**config.mk**
```make
export PLATFORM = sky130hd
export DESIGN_NAME = ftr_regs
export DESIGN_NICKNAME = d
export VERILOG_FILES = /design/src/ftr_pkg.sv /design/src/ftr_regs.sv
export SDC_FILE = /design/constraint.sdc
export NUM_CORES = 1
export LEC_CHECK = 0
export ABC_AREA = 1
export BUFFER_PORTS_ARGS = -buffer_cell sky130_fd_sc_hd__buf_2
export CORE_MARGIN = 1.5
export CORE_UTILIZATION = 46
export CTS_CLUSTER_SIZE = 12
export DETAILED_ROUTE_END_ITERATION = 8
export PLACE_DENSITY = 0.76
export SYNTH_ARGS = -nofsm -noshare
export SYNTH_HDL_FRONTEND = slang
export SYNTH_SLANG_ARGS = --single-unit
```
**constraint.sdc**
```tcl
create_clock -name clk_i -period 1.3 [get_ports clk_i]
set_input_delay 0.13 -clock clk_i [delete_from_list [all_inputs] [get_ports clk_i]]
set_output_delay 0.13 -clock clk_i [all_outputs]
set_load 0.005 [all_outputs]
```
**src/ftr_pkg.sv**
```systemverilog
// package: offsets, field layouts, reset values and carriers of the tape/rate registers
package ftr_pkg;
  // ----------------------------------------
  // register indices (byte address = 4 * index)
  // ----------------------------------------
  localparam logic [9:0] IDX_SHADOW = 10'h01F; // rate shadow, readable
  localparam logic [9:0] IDX_MODE = 10'h3E0; // mode, drive rate type, boot drive
  localparam logic [9:0] IDX_DTYPE = 10'h3E1; // drive type config byte
  localparam logic [9:0] IDX_STATUS = 10'h3E2; // block state, read only
  localparam logic [9:0] IDX_DOR = 10'h3F2; // digital output reg
  localparam logic [9:0] IDX_TAPE = 10'h3F3; // tape drive assign
  localparam logic [9:0] IDX_RATE = 10'h3F4; // rate select (w) / main status (r)
  localparam logic [9:0] IDX_DATA = 10'h3F5; // data register window
  localparam logic [9:0] IDX_CCR = 10'h3F7; // config control reg (write)
  // ----------------------------------------
  // field positions
  // ----------------------------------------
  localparam int RATE_SWRST_BIT = 7;
  localparam int RATE_PWRDN_BIT = 6;
  localparam int RATE_PRE_LSB = 2;
  localparam int DOR_RESET_BIT = 2;
  localparam int MODE_ENH_BIT = 0;
  localparam int MODE_DRT_LSB = 1;
  localparam int MODE_BOOT_LSB = 3;
  // ----------------------------------------
  // reset values
  // ----------------------------------------
  localparam logic [7:0] RATE_RST = 8'h02; // default precomp, 250 kbps
  localparam logic [7:0] TAPE_RST = 8'h00;
  localparam logic [7:0] DOR_RST = 8'h00; // controller held in reset
  localparam logic [7:0] MODE_RST = 8'h00;
  localparam logic [7:0] DTYPE_RST = 8'h00;
  localparam logic [7:0] TRACK_RST = 8'h00; // precomp starts at track 0
  // ----------------------------------------
  // codes
  // ----------------------------------------
  localparam logic [2:0] PRE_NONE = 3'h7;
  localparam logic [2:0] PRE_DEFAULT = 3'h0;
  localparam logic [2:0] PRE_DEF_SLOW = 3'h3; // 125 ns in 41.67 ns steps
  localparam logic [2:0] PRE_DEF_FAST = 3'h1; // one step at 1M and 2M
  // ----------------------------------------
  // timing
  // ----------------------------------------
  localparam int CLK_NS = 40;
  localparam int SWRST_NS = 100; // least reset pulse
  localparam int SWRST_CYC = (SWRST_NS + CLK_NS - 1) / CLK_NS;
  // ----------------------------------------
  // types
  // ----------------------------------------
  typedef enum logic [2:0] {
    RATE_250K, RATE_300K, RATE_500K, RATE_1M, RATE_2M
  } ftr_rate_type;
  typedef struct packed {
    logic read;
    logic write;
    logic [11:0] address; // byte address
    logic [3:0] byteenable;
    logic [31:0] writedata;
  } ftr_av_req_type;
  typedef struct packed {
    logic [2:0] shift_steps; // number of precomp steps
    logic half_step; // step is 20.8 ns instead of 41.67 ns
    logic [7:0] start_track;
  } ftr_precomp_type;
endpackage

```
**src/ftr_regs.sv**
```systemverilog
// tape drive assign and rate select registers behind an Avalon-MM slave
//
// Operation
// - tape select code names drive 1-3 or none
// - drive 0 never gets tape handling
// - tape handling follows assigned drive automatically
// - normal mode reads bits 7:2 as zero
// - software reset keeps tape assignment
// - enhanced mode adds drive type, boot drive
// - drive type pair picked by selected drive
// - rate select is write only, fixed layout
// - hardware reset loads 02H; software reset keeps it
// - newest rate or config write sets rate
// - precomp code sets write shift steps
// - precomp start track defaults 0, configurable
// - power down bit enters manual low power
// - reset or data/status access leaves low power
// - rate bit 7 resets controller, self clears
// - rate writes copied into readable shadow
// - rate code and drive rate type give data rate
// - default precomp depends on data rate
// - output reset bit holds controller in reset
// - read at rate address returns main status
`timescale 1ns/100ps
`default_nettype none
module ftr_regs #(
  parameter int SWRST_CYCLES = ftr_pkg::SWRST_CYC
) (
  input wire logic clk_i,
  input wire logic rst_i,
  input wire ftr_pkg::ftr_av_req_type av_req_i,
  output logic av_waitrequest_o,
  output logic [31:0] av_readdata_o,
  input wire logic [7:0] main_status_i,
  input wire logic track_we_i,
  input wire logic [7:0] track_i,
  output logic ctrl_reset_o,
  output logic low_power_o,
  output logic [1:0] drive_sel_o,
  output logic tape_active_o,
  output logic [1:0] tape_drive_o,
  output ftr_pkg::ftr_rate_type data_rate_o,
  output ftr_pkg::ftr_precomp_type precomp_o
);
  // ----------------------------------------
  // bus handshake
  // ----------------------------------------
  logic wait_q; // waitrequest, high while idle
  logic [31:0] rdata_q; // registered read data
  logic req; // read or write presented
  logic fire; // request completes this edge
  logic [9:0] idx; // register index
  logic wr_ok; // write with lane 0 enabled
  logic rd; // read completes
  logic wr_rate;
  logic wr_ccr;
  logic wr_dor;
  logic wr_tape;
  logic wr_mode;
  logic wr_dtype;
  logic wake; // data or main status access

  assign req = av_req_i.read | av_req_i.write;
  assign fire = req & ~wait_q;
  assign idx = av_req_i.address[11:2];
  assign wr_ok = fire & av_req_i.write & av_req_i.byteenable[0];
  assign rd = fire & av_req_i.read;
  assign wr_rate = wr_ok & (idx == ftr_pkg::IDX_RATE);
  assign wr_ccr = wr_ok & (idx == ftr_pkg::IDX_CCR);
  assign wr_dor = wr_ok & (idx == ftr_pkg::IDX_DOR);
  assign wr_tape = wr_ok & (idx == ftr_pkg::IDX_TAPE);
  assign wr_mode = wr_ok & (idx == ftr_pkg::IDX_MODE);
  assign wr_dtype = wr_ok & (idx == ftr_pkg::IDX_DTYPE);
  // any access at the data port, or a status read at the rate address
  assign wake = (fire & (idx == ftr_pkg::IDX_DATA)) |
                (rd & (idx == ftr_pkg::IDX_RATE));

  // one wait cycle per request, then low for exactly one edge
  always_ff @(posedge clk_i)
  begin
    if (rst_i)
    begin
      wait_q <= 1'b1;
    end
    else
    begin
      wait_q <= ~(req & wait_q);
    end
  end

  // ----------------------------------------
  // storage
  // ----------------------------------------
  logic [7:0] rate_q; // last rate select write, bit 7 self clears
  logic [1:0] rate_code_q; // active rate code, last of rate or ccr
  logic [7:0] shadow_q; // readable copy of rate writes
  logic [7:0] dor_q; // drive select and reset bit
  logic [1:0] tape_q; // tape select pair
  logic [7:0] mode_q; // enhanced mode, drive rate type, boot drive
  logic [7:0] dtype_q; // drive type config byte
  logic [7:0] track_q; // precomp start track
  logic lp_q; // manual low power
  logic [3:0] swrst_cnt_q; // self-clearing reset pulse counter
  logic rst_out_q; // controller reset output

  // rate select: hardware reset reloads it, the end of the reset pulse clears bit 7
  always_ff @(posedge clk_i)
  begin
    if (rst_i)
    begin
      rate_q <= ftr_pkg::RATE_RST;
    end
    else if (wr_rate)
    begin
      rate_q <= av_req_i.writedata[7:0];
    end
    else if (swrst_cnt_q == 4'h1)
    begin
      rate_q[ftr_pkg::RATE_SWRST_BIT] <= 1'b0;
    end
  end

  // active rate: whichever of the two registers was written last
  always_ff @(posedge clk_i)
  begin
    if (rst_i)
    begin
      rate_code_q <= ftr_pkg::RATE_RST[1:0];
    end
    else if (wr_rate | wr_ccr)
    begin
      rate_code_q <= av_req_i.writedata[1:0];
    end
  end

  // shadow copy follows every rate write
  always_ff @(posedge clk_i)
  begin
    if (rst_i)
    begin
      shadow_q <= ftr_pkg::RATE_RST;
    end
    else if (wr_rate)
    begin
      shadow_q <= av_req_i.writedata[7:0];
    end
  end

  // digital output reg: reset bit and drive select
  always_ff @(posedge clk_i)
  begin
    if (rst_i)
    begin
      dor_q <= ftr_pkg::DOR_RST;
    end
    else if (wr_dor)
    begin
      dor_q <= av_req_i.writedata[7:0];
    end
  end

  // tape select survives software reset
  always_ff @(posedge clk_i)
  begin
    if (rst_i)
    begin
      tape_q <= ftr_pkg::TAPE_RST[1:0];
    end
    else if (wr_tape)
    begin
      tape_q <= av_req_i.writedata[1:0];
    end
  end

  // mode and drive type config
  always_ff @(posedge clk_i)
  begin
    if (rst_i)
    begin
      mode_q <= ftr_pkg::MODE_RST;
      dtype_q <= ftr_pkg::DTYPE_RST;
    end
    else
    begin
      if (wr_mode)
      begin
        mode_q <= av_req_i.writedata[7:0];
      end
      if (wr_dtype)
      begin
        dtype_q <= av_req_i.writedata[7:0];
      end
    end
  end

  // precomp start track, changed by the configure command
  always_ff @(posedge clk_i)
  begin
    if (rst_i)
    begin
      track_q <= ftr_pkg::TRACK_RST;
    end
    else if (track_we_i)
    begin
      track_q <= track_i;
    end
  end

  // ----------------------------------------
  // software reset and low power
  // ----------------------------------------
  logic swrst_start; // rate write with bit 7 set
  logic soft_reset; // any software reset active

  assign swrst_start = wr_rate & av_req_i.writedata[ftr_pkg::RATE_SWRST_BIT];
  assign soft_reset = (swrst_cnt_q != 4'h0) | ~dor_q[ftr_pkg::DOR_RESET_BIT];

  // pulse counter; a new request restarts the full length
  always_ff @(posedge clk_i)
  begin
    if (rst_i)
    begin
      swrst_cnt_q <= 4'h0;
    end
    else if (swrst_start)
    begin
      swrst_cnt_q <= 4'(SWRST_CYCLES);
    end
    else if (swrst_cnt_q != 4'h0)
    begin
      swrst_cnt_q <= swrst_cnt_q - 4'h1;
    end
  end

  // reset out: held by the output reg bit or the pulse
  always_ff @(posedge clk_i)
  begin
    if (rst_i)
    begin
      rst_out_q <= 1'b1;
    end
    else
    begin
      rst_out_q <= soft_reset | swrst_start;
    end
  end

  // low power: a power down write wins over any clear in the same cycle
  always_ff @(posedge clk_i)
  begin
    if (rst_i)
    begin
      lp_q <= 1'b0;
    end
    else if (wr_rate & av_req_i.writedata[ftr_pkg::RATE_PWRDN_BIT])
    begin
      lp_q <= 1'b1;
    end
    else if (soft_reset | wake)
    begin
      lp_q <= 1'b0;
    end
  end

  // ----------------------------------------
  // tape, drive type and rate decode
  // ----------------------------------------
  logic [1:0] drv; // currently selected drive
  logic [1:0] dtype_pair; // drive type id of selected drive
  logic [1:0] drt; // drive rate type
  ftr_pkg::ftr_rate_type rate_d;
  ftr_pkg::ftr_precomp_type pre_d;
  logic [2:0] pre_code;

  assign drv = dor_q[1:0];
  assign drt = mode_q[ftr_pkg::MODE_DRT_LSB +: 2];
  assign pre_code = rate_q[ftr_pkg::RATE_PRE_LSB +: 3];

  // one pair of the config byte per drive
  always_comb
  begin
    dtype_pair = 2'h0;
    for (int i = 0; i < 4; i++)
    begin
      if (drv == 2'(i))
      begin
        dtype_pair = dtype_q[2*i +: 2];
      end
    end
  end

  // rate code to data rate
  always_comb
  begin
    case (rate_code_q)
      2'h3: rate_d = ftr_pkg::RATE_1M;
      2'h0: rate_d = ftr_pkg::RATE_500K;
      2'h1:
      begin
        if (drt == 2'h2)
        begin
          rate_d = ftr_pkg::RATE_2M;
        end
        else if (drt == 2'h1)
        begin
          rate_d = ftr_pkg::RATE_500K; // three-mode drive
        end
        else
        begin
          rate_d = ftr_pkg::RATE_300K;
        end
      end
      default: rate_d = ftr_pkg::RATE_250K;
    endcase
  end

  // precomp: steps of 41.67 ns, or 20.8 ns at 2M
  always_comb
  begin
    pre_d.half_step = (rate_d == ftr_pkg::RATE_2M);
    pre_d.start_track = track_q;
    case (pre_code)
      ftr_pkg::PRE_NONE: pre_d.shift_steps = 3'h0;
      ftr_pkg::PRE_DEFAULT:
      begin
        if (rate_d == ftr_pkg::RATE_1M || rate_d == ftr_pkg::RATE_2M)
        begin
          pre_d.shift_steps = ftr_pkg::PRE_DEF_FAST;
        end
        else
        begin
          pre_d.shift_steps = ftr_pkg::PRE_DEF_SLOW;
        end
      end
      default: pre_d.shift_steps = pre_code;
    endcase
  end

  // ----------------------------------------
  // read mux
  // ----------------------------------------
  logic [7:0] rd_byte;

  // unmapped and write-only addresses read as zero
  always_comb
  begin
    rd_byte = 8'h00;
    case (idx)
      ftr_pkg::IDX_TAPE:
      begin
        rd_byte = {6'h00, tape_q};
        if (mode_q[ftr_pkg::MODE_ENH_BIT])
        begin
          rd_byte = {2'h0, dtype_pair, mode_q[ftr_pkg::MODE_BOOT_LSB +: 2], tape_q};
        end
      end
      ftr_pkg::IDX_RATE: rd_byte = main_status_i;
      ftr_pkg::IDX_SHADOW: rd_byte = shadow_q;
      ftr_pkg::IDX_DOR: rd_byte = dor_q;
      ftr_pkg::IDX_MODE: rd_byte = mode_q;
      ftr_pkg::IDX_DTYPE: rd_byte = dtype_q;
      ftr_pkg::IDX_STATUS: rd_byte = {3'h0, rate_d, lp_q, rst_out_q};
      default: rd_byte = 8'h00;
    endcase
  end

  // read data stands at the edge where waitrequest is low
  always_ff @(posedge clk_i)
  begin
    if (rst_i)
    begin
      rdata_q <= 32'h00000000;
    end
    else if (av_req_i.read & wait_q)
    begin
      rdata_q <= {24'h000000, rd_byte};
    end
  end

  // ----------------------------------------
  // registered outputs
  // ----------------------------------------
  logic tape_hit;

  // drive 0 is never a tape drive since code 00 means none
  assign tape_hit = (tape_q != 2'h0) & (drv == tape_q);

  always_ff @(posedge clk_i)
  begin
    if (rst_i)
    begin
      tape_active_o <= 1'b0;
      data_rate_o <= ftr_pkg::RATE_250K;
      precomp_o <= '0;
    end
    else
    begin
      tape_active_o <= tape_hit;
      data_rate_o <= rate_d;
      precomp_o <= pre_d;
    end
  end

  assign av_waitrequest_o = wait_q;
  assign av_readdata_o = rdata_q;
  assign ctrl_reset_o = rst_out_q;
  assign low_power_o = lp_q;
  assign drive_sel_o = dor_q[1:0];
  assign tape_drive_o = tape_q;
endmodule
`default_nettype wire

```
### Word-level counts from Yosys, hierarchy flattened

Index checks and enable logic that the tools add are counted.

| operators by class | value |
|---|---|
| $add $sub $neg | 1 |
| equality and inequality tests | 20 |
| multiplexer cells | 15 |
| bitwise logic cells | 26 |
| reduce and logical (&&, ||, !) cells | 9 |

Operators by type and width:

| cell | count |
|---|---|
| $eq A10 B10 Y1 const B | 8 |
| $pmux W8 S7 | 1 |
| $and A1 B1 Y1 | 17 |
| $mux W2 | 8 |
| $eq A10 B5 Y1 const B | 1 |
| $pmux W3 S3 | 1 |
| $eq A2 B2 Y1 const B | 4 |
| $eq A2 B1 Y1 const B | 3 |
| $eq A3 B3 Y1 const B | 2 |
| $mux W6 | 1 |
| $or A1 B1 Y1 | 6 |
| $pmux W3 S2 | 1 |
| $reduce_bool A2 Y1 | 3 |
| $logic_not A2 Y1 | 2 |
| $reduce_bool A4 Y1 | 1 |
| $sub A4 B1 Y4 const B | 1 |
| $eq A3 B2 Y1 const B | 1 |
| $logic_not A3 Y1 | 1 |
| $mux W3 | 1 |
| $not A1 Y1 | 3 |
| $eq A2 B2 Y1 | 1 |
| $mux W1 | 2 |
| $reduce_or A2 Y1 | 1 |
| $logic_or A1 B1 Y1 | 1 |

| word-level totals | value |
|---|---|
| register bits after elaboration | 80 |
| input port bits | 69 |
| output and inout bits | 55 |
| logic and storage cells | 90 |

### Logic depth before layout (Yosys ltp)

Gate-level depths: netlist of the first run.

| logic depth | value |
|---|---|
| depth in word-level cells | 8 |
| gate-level depth with buffers | 10 |
| depth with buffers taken out | 10 |

### Least setup slack after synthesis of the first run

OpenSTA, ideal clock, no wires.

| path | value |
|---|---|
| path kind | reg-to-reg |
| start point | register mode_q[2] |
| end point | register rdata_q[3], in the netlist av_readdata_o[3] |
| setup time | 132 ps |
| data arrival time | 1,238 ps |
| required time | 1,168 ps |
| setup slack | -70 ps |
| stages on the path, launching flop included | 11 |
| buffers on the path | 0 |
| period minus slack after synthesis | 1,370 ps |
| path through | dfxtp_1 > inv_1 > ha_1 > o21ai_0 > nand2_1 > nand3_1 > nand2_1 > nor2_1 > nand2_1 > nand2_1 > a21oi_2 |

| between the ends | value |
|---|---|
| longest elaborated chain between the ends | 5 |
| elaborated cells between the ends (all ways) | 6 |
| classes of those cells | eq/ne: 2; mux: 4 |

RTL lines:

| element | line | text |
|---|---|---|
| start: declaration | ftr_regs.sv:99 | `logic [7:0] mode_q;` |
| start signal: assignment | ftr_regs.sv:180 | `mode_q <= ftr_pkg::MODE_RST;` |
| start signal: assignment | ftr_regs.sv:187 | `mode_q <= av_req_i.writedata[7:0];` |
| $eq A2 B1 Y1 | ftr_regs.sv:304 | `else if (drt == 2'h1)` |
| $mux W2 | ftr_regs.sv:304 |  |
| $mux W3 (*) | ftr_regs.sv:300 | `if (drt == 2'h2)` |
| $pmux W3 S3 (*) | ftr_regs.sv:295 | `case (rate_code_q)` |
| $pmux W8 S7 (*) | ftr_regs.sv:348 | `case (idx)` |
| end signal: assignment | ftr_regs.sv:376 | `rdata_q <= {24'h000000, rd_byte};` |
| end: declaration | ftr_regs.sv:49 | `logic [31:0] rdata_q;` |

Mark *: on every way between the ends. The rest lies on a longest branch, timed or not.
A chain may end at the register's enable or synchronous reset.

### Final worst setup path of the first run

Ends and elaborated chain as after synthesis.

==> results of run 1 <==
[sequential cells by signal, summed over array words and instances, names as in the netlist]
| signal | cells |
|---|---|
| av_readdata_o | 8 |
| track_q | 8 |
| data_rate_o | 3 |
| dor_q | 8 |
| dtype_q | 8 |
| tape_active_o | 1 |
| rate_code_q | 2 |
| av_waitrequest_o | 1 |
| low_power_o | 1 |
| rate_q | 4 |
| precomp_o | 12 |
| swrst_cnt_q | 4 |
| shadow_q | 4 |
| tape_drive_o | 2 |
| ctrl_reset_o | 1 |
| mode_q | 8 |
[critical path, cell delays in order, from the launching register on]
cell	delay, ns
dfxtp_4	0.38
inv_2	0.05
ha_4	0.15
o21ai_4	0.15
nand2_2	0.11
nand3_2	0.08
nand2_1	0.05
nor2_1	0.09
nand2_1	0.09
nand2_1	0.09
a21oi_2	0.05
[layout make-up]
| class | count | area (µm²) |
|---|---|---|
| fill | 728 | 3194 |
| multi-input combinational | 360 | 2007 |
| sequential | 75 | 1515 |
| timing repair buffer | 132 | 884.6 |
| inverter | 75 | 290.3 |
| tap | 105 | 131.4 |
| clock buffer | 9 | 123.9 |
| clock inverter | 7 | 70.07 |
[worst paths after layout]
check                   start  depth (start not counted)  slack, ns          endpoint
setup / recovery    mode_q[2]                         10      -0.12  av_readdata_o[3]
hold / removal    av_req_i[2]                          3       0.04         mode_q[2]
setup reg to reg    mode_q[2]                         10      -0.12  av_readdata_o[3]
hold reg to reg    track_q[0]                          2       0.43      precomp_o[0]
[power by group through the flow]
stage / Sequential [mW] / Combinational, mW / Clock [mW]
6_report: 2.43 / 0.782 / 1.76
5_1_grt: 2.44 / 0.876 / 1.92
4_1_cts: 2.44 / 0.735 / 1.81
3_5_place_dp: 2.49 / 0.727 / 0
3_3_place_gp: 2.49 / 0.693 / 0
2_1_floorplan: 2.49 / 0.520 / 0
[logic make-up after synthesis]
kind of cell,synth area share
buffers and inverters,0.1546
and+or+nand+nor,0.2906
adders and majority gates,0.01286
xor gates and xnor gates,0.006751
AOI/OAI and AO/OA,0.1485
other,0.0009634
DFF,0.3857
[layout by cell type, fill, tap and decap left out, types with 3 or more instances in the layout]
| cell | instances |
|---|---|
| clkbuf_8 | 9 |
| a211oi_1 | 10 |
| buf_2 | 70 |
| nor2_1 | 61 |
| o21ai_1 | 6 |
| dfxtp_4 | 3 |
| o21ai_0 | 23 |
| buf_12 | 4 |
| inv_1 | 67 |
| nor3_1 | 7 |
| inv_6 | 3 |
| nand2_2 | 7 |
| nor2_8 | 3 |
| buf_6 | 5 |
| o21ai_2 | 3 |
| buf_4 | 53 |
| a21oi_1 | 35 |
| nand3_1 | 20 |
| dfxtp_1 | 70 |
| conb_1 | 24 |
| nor2_2 | 7 |
| o211ai_1 | 4 |
| inv_2 | 6 |
| nor2_4 | 3 |
| a21oi_2 | 10 |
| nand2_1 | 72 |
| nand4_1 | 43 |
[per-stage QoR]
stage	std cells	setup slack (ns)	area (µm²)	TNS (ns)	power, mW
3_5_place_dp	732	-0.1929	4531	-2.459	3.218
2_1_floorplan	556	0.008289	3979	0	3.006
5_1_grt	763	-0.1634	5022	-0.9004	5.235
4_1_cts	751	-0.07254	4817	-0.1331	4.982
6_report	763	-0.1169	5022	-0.2721	4.975
3_3_place_gp	732	-0.1324	4531	-1.443	3.179
[routing by layer]
| layer | track usage | part of all wire | vias up |
|---|---|---|---|
| met5 | 0 | 0 | - |
| met4 | 0.1082 | 0.025 | 0 |
| met3 | 0.05878 | 0.079 | 25 |
| met2 | 0.4065 | 0.49 | 165 |
| met1 | 0.2987 | 0.41 | 1805 |
| li1 | - | - | 1961 |
[repair_timing]
action	in CTS	in global routing
setup endpoints to repair	28	32
buffers inserted	3	12
gates resized for setup	21	40
pin swaps	15	22
==> results_dict.tcl, run 1 <==
set metrics [dict create \
    cts_hold_buf 0 \
    start_util 0.4737 \
    cts_buffers 9 \
    ys_seq_area_frac 0.3857 \
    synth_cell_types 35 \
    grt_overflow 0 \
    critical_path_class "reg -> reg" \
    netSwitchingPower_mw 1.533 \
    die_y_um 94.99 \
    coreArea_um2 8217 \
    synth_edf_count 0 \
    via_count 3956 \
    syn_area_per_cell_um2 7.303 \
    pin_count 124 \
    ys_seq_elements 75 \
    hp-class "in -> reg" \
    drtPass1Iterations 5 \
    fin_worst_skew_ns 0.009051 \
    synthTopCellsByCount "nand2_1, dfxtp_1, inv_1" \
    layout_min_cycle_time_ns 1.417 \
    avgViaCountPerCell 5.185 \
    fin_ws_ns -0.1169 \
    antenna_cells 0 \
    cp-start-kind "flip-flop" \
    drv_cap 0 \
    yosysMostFrequentCell "nand2_1" \
    numClockSinks 75 \
    cts_root_buf "clkbuf_8" \
    htreeDepth 3 \
    clk_latency_ns 0.37 \
    clk_path_buf_depth 2 \
    rows 33 \
    async_flop_share 0 \
    hold_viol 0 \
    dp_hpwl_mm 7.678 \
    violations "negative setup slack" \
    timing.final.crit_share 1.090 \
    hold_ws_ns 0.04314 \
    p_int_mw 3.442 \
    p_leak_nw 2.400 \
    cts_tree "yes" \
    grt_pass1_vias 3591 \
    drcViolationCount 0 \
    syn2layout_area_growth_pct 29.03 \
    setup_viol 5 \
    fin_util 0.6112 \
    synthesis.area_um2 3892 \
    die_w_um 94.99 \
    ys_top_cells_by_area "dfxtp_1, nand2_1, nand4_1" \
    yosysWarnings 0 \
    worstPathArrival_ns 1.66 \
    max_freq_mhz 705.8 \
    syn_inst 533 \
    grt_util_all_layers 0.2447 \
    place.gp.congestion 0.9501 \
    wl_per_cell_um 13.89 \
    antenna_found_initial 0 \
    layout.nets 726 \
    required_ns 1.55 \
    grt_max_degree 28 \
    ir_drop_v 0.0004846 \
    drive_gt1_frac 0.3161 \
    routed_wl_mm 10.60 \
    postRouteAntennaNets 0 \
    synth_top_area_cell "dfxtp_1" \
    grt_first_pass_wirelength_mm 16.81 \
    seq_power_share 0.489 \
    synth-main-ff-cell "dfxtp_1" \
    worst-path-max-fanout 3 \
    swShare 0.3082 \
    die_area_um2 9023 \
    status "finished, violations left" \
    clk_pin_slew_ns 0.08 \
    endpoint_kind "flip-flop" \
    clock_power_share 0.354 \
    synth_top_area_share 0.3857 \
    slew_viol_final 0 \
    drt_iter0_markers 265 \
    rsz0062_at_grt "true" \
    p_comb_frac 0.157 \
    power_density_nw_per_um2 990.5 \
    portBuffers 70 \
]
Note: power is estimated with default switching activity, not from simulation.
==> run 2: changes to the inputs <==
RECOVER_POWER = 25   (was not set)
==> run 2 against run 1 <==
Against the previous run: the flow still finishes with violations (negative setup slack); sequential share of layout area barely moved; via count barely moved; combinational power barely moved; critical path type unchanged; largest cell class unchanged.
==> results_dict.tcl, run 2 (synthesized netlist as in run 1, its figures left out) <==
set metrics [dict create \
    slew_viol_final 0 \
    wl_per_cell_um 13.93 \
    fin_area_um2 5019 \
    layout_common_cells "nand2_1, dfxtp_1, buf_2" \
    place.gp.congestion 0.9501 \
    layout_min_cycle_time_ns 1.408 \
    endpoint_kind "flip-flop" \
    grt_pass1_vias 3591 \
    drt_iter0_markers 265 \
    power_density_nw_per_um2 991.6 \
    hold_viol 0 \
    grt_overflow 0 \
    swShare 0.3086 \
    clk_pin_slew_ns 0.08 \
    cts_root_buf "clkbuf_8" \
    cpLargestDelayFamily "simple AND/OR/NAND/NOR gates" \
    antenna_found_initial 0 \
    path_buf_inv 1 \
    coreArea_um2 8217 \
    fin_ws_ns -0.1076 \
    start_util 0.4737 \
    slowest_stage "dfxtp_4" \
    p_int_mw 3.441 \
    seq_power_share 0.488 \
    netSwitchingPower_mw 1.536 \
    die_area_um2 9023 \
    ir_drop_v 0.0004843 \
    via_count 3957 \
    wl_met1_mm 4.341 \
    setup_viol 6 \
    drtPass1Iterations 5 \
    cts_buffers 9 \
    grt_max_degree 28 \
    layout.nets 726 \
    slowest_delay_ns 0.38 \
    largest_reg_flops 12 \
    avgViaCountPerCell 5.186 \
    syn2layout_area_growth_pct 28.93 \
    required_ns 1.55 \
    pin_count 124 \
    path_cells "inv_2 > ha_4 > o21ai_4 > nand2_2 > nand3_2 > nand2_1 > nor2_1 > nand2_1 > nand2_1 > a21oi_2" \
    die_w_um 94.99 \
    crit_top_cell "nand2_1" \
    place_ws_ns -0.1929 \
    clk_latency_ns 0.37 \
    clk_path_buf_depth 2 \
    nFillCells 728 \
    wl_met3_um 839 \
    clock_power_share 0.354 \
    routed_wl_mm 10.63 \
    hp-class "in -> reg" \
    critical_path_class "reg -> reg" \
    grt_util_all_layers 0.2447 \
    regMostFlops "precomp_o" \
    portBuffers 70 \
    drive_gt1_frac 0.3116 \
    drcViolationCount 0 \
    mostFrequentLayoutCell "nand2_1" \
    dp_hpwl_mm 7.678 \
    fin_tns_setup_ns -0.2545 \
    top_layer_used "met4" \
    place_area_um2 4531 \
    cts_hold_buf 0 \
    postRouteAntennaNets 0 \
    drv_cap 0 \
    fin_worst_skew_ns 0.008941 \
    hold_ws_ns 0.04286 \
    rsz0062_at_grt "true" \
    routed-wl-met2_mm 5.192 \
    p_leak_nw 2.393 \
    cp-start-kind "flip-flop" \
    grt_first_pass_wirelength_mm 16.81 \
    p_comb_frac 0.157 \
    status "finished, violations left" \
    timing.final.crit_share 1.083 \
    p_total_mw 4.977 \
    worst-path-max-fanout 3 \
    antenna_cells 0 \
    numClockSinks 75 \
    rows 33 \
    violations "negative setup slack" \
    htreeDepth 3 \
    cts_tree "yes" \
    die_y_um 94.99 \
    worstPathArrival_ns 1.65 \
    max_freq_mhz 710.4 \
]
## run 2: changes by cell type in the layout (fill, tap and decap cells not counted)
cell,change
buf_2,-2
clkbuf_1,+2
dfxtp_1,+1
dfxtp_2,-1
## run 2: stage by stage
step,std cells,utilization
floorplan,556,-
global placement,732,0.5514
detailed placement,732,0.5514
CTS,751,0.5863
global route,763,0.6108
finish,763,0.6108
## run 2: area by class of cell
type | count | area, µm² | area share
Multi-Input combinational cell | 360 | 2007 | 0.3999
Sequential cell | 75 | 1514 | 0.3017
Timing Repair Buffer | 132 | 882.1 | 0.1758
Inverter | 75 | 290.3 | 0.05784
Tap cell | 105 | 131.4 | 0.02618
Clock buffer | 9 | 123.9 | 0.02468
Clock inverter | 7 | 70.07 | 0.01396
## run 2: worst min-delay path, cell delays in order
cell and delay, ns:
buf_2 0.13, inv_1 0.06, a21oi_1 0.05
## run 2: what timing repair did
item | 4_1_cts | 5_1_grt
endpoints found under the setup margin | 28 | 32
resized for setup | 21 | 40
buffers inserted | 3 | 12
pin swaps | 15 | 22
endpoints found under the hold margin | 0 | 0
## run 2: metal layers
layer  GRT usage  vias to the layer above
met5           0                        -
met4      0.1082                        0
met3     0.05878                       25
met2      0.4065                      163
met1      0.2987                     1807
li1            -                     1962
## run 2: worst paths after layout
path,startpoint,endpoint,slack [ns],cells past startpoint
setup / recovery,mode_q[2],av_readdata_o[3],-0.11,10
hold / removal,av_req_i[2],mode_q[2],0.04,3
setup reg to reg,mode_q[2],av_readdata_o[3],-0.11,10
hold reg to reg,track_q[0],precomp_o[0],0.43,2
## run 2: power groups by stage
stage / Clock (mW) / Sequential, mW / Combinational, mW
final: 1.76 / 2.43 / 0.782
after global routing: 1.92 / 2.44 / 0.875
after CTS: 1.81 / 2.44 / 0.735
after detailed placement: 0 / 2.49 / 0.727
after global placement: 0 / 2.49 / 0.693
after floorplan: 0 / 2.49 / 0.520
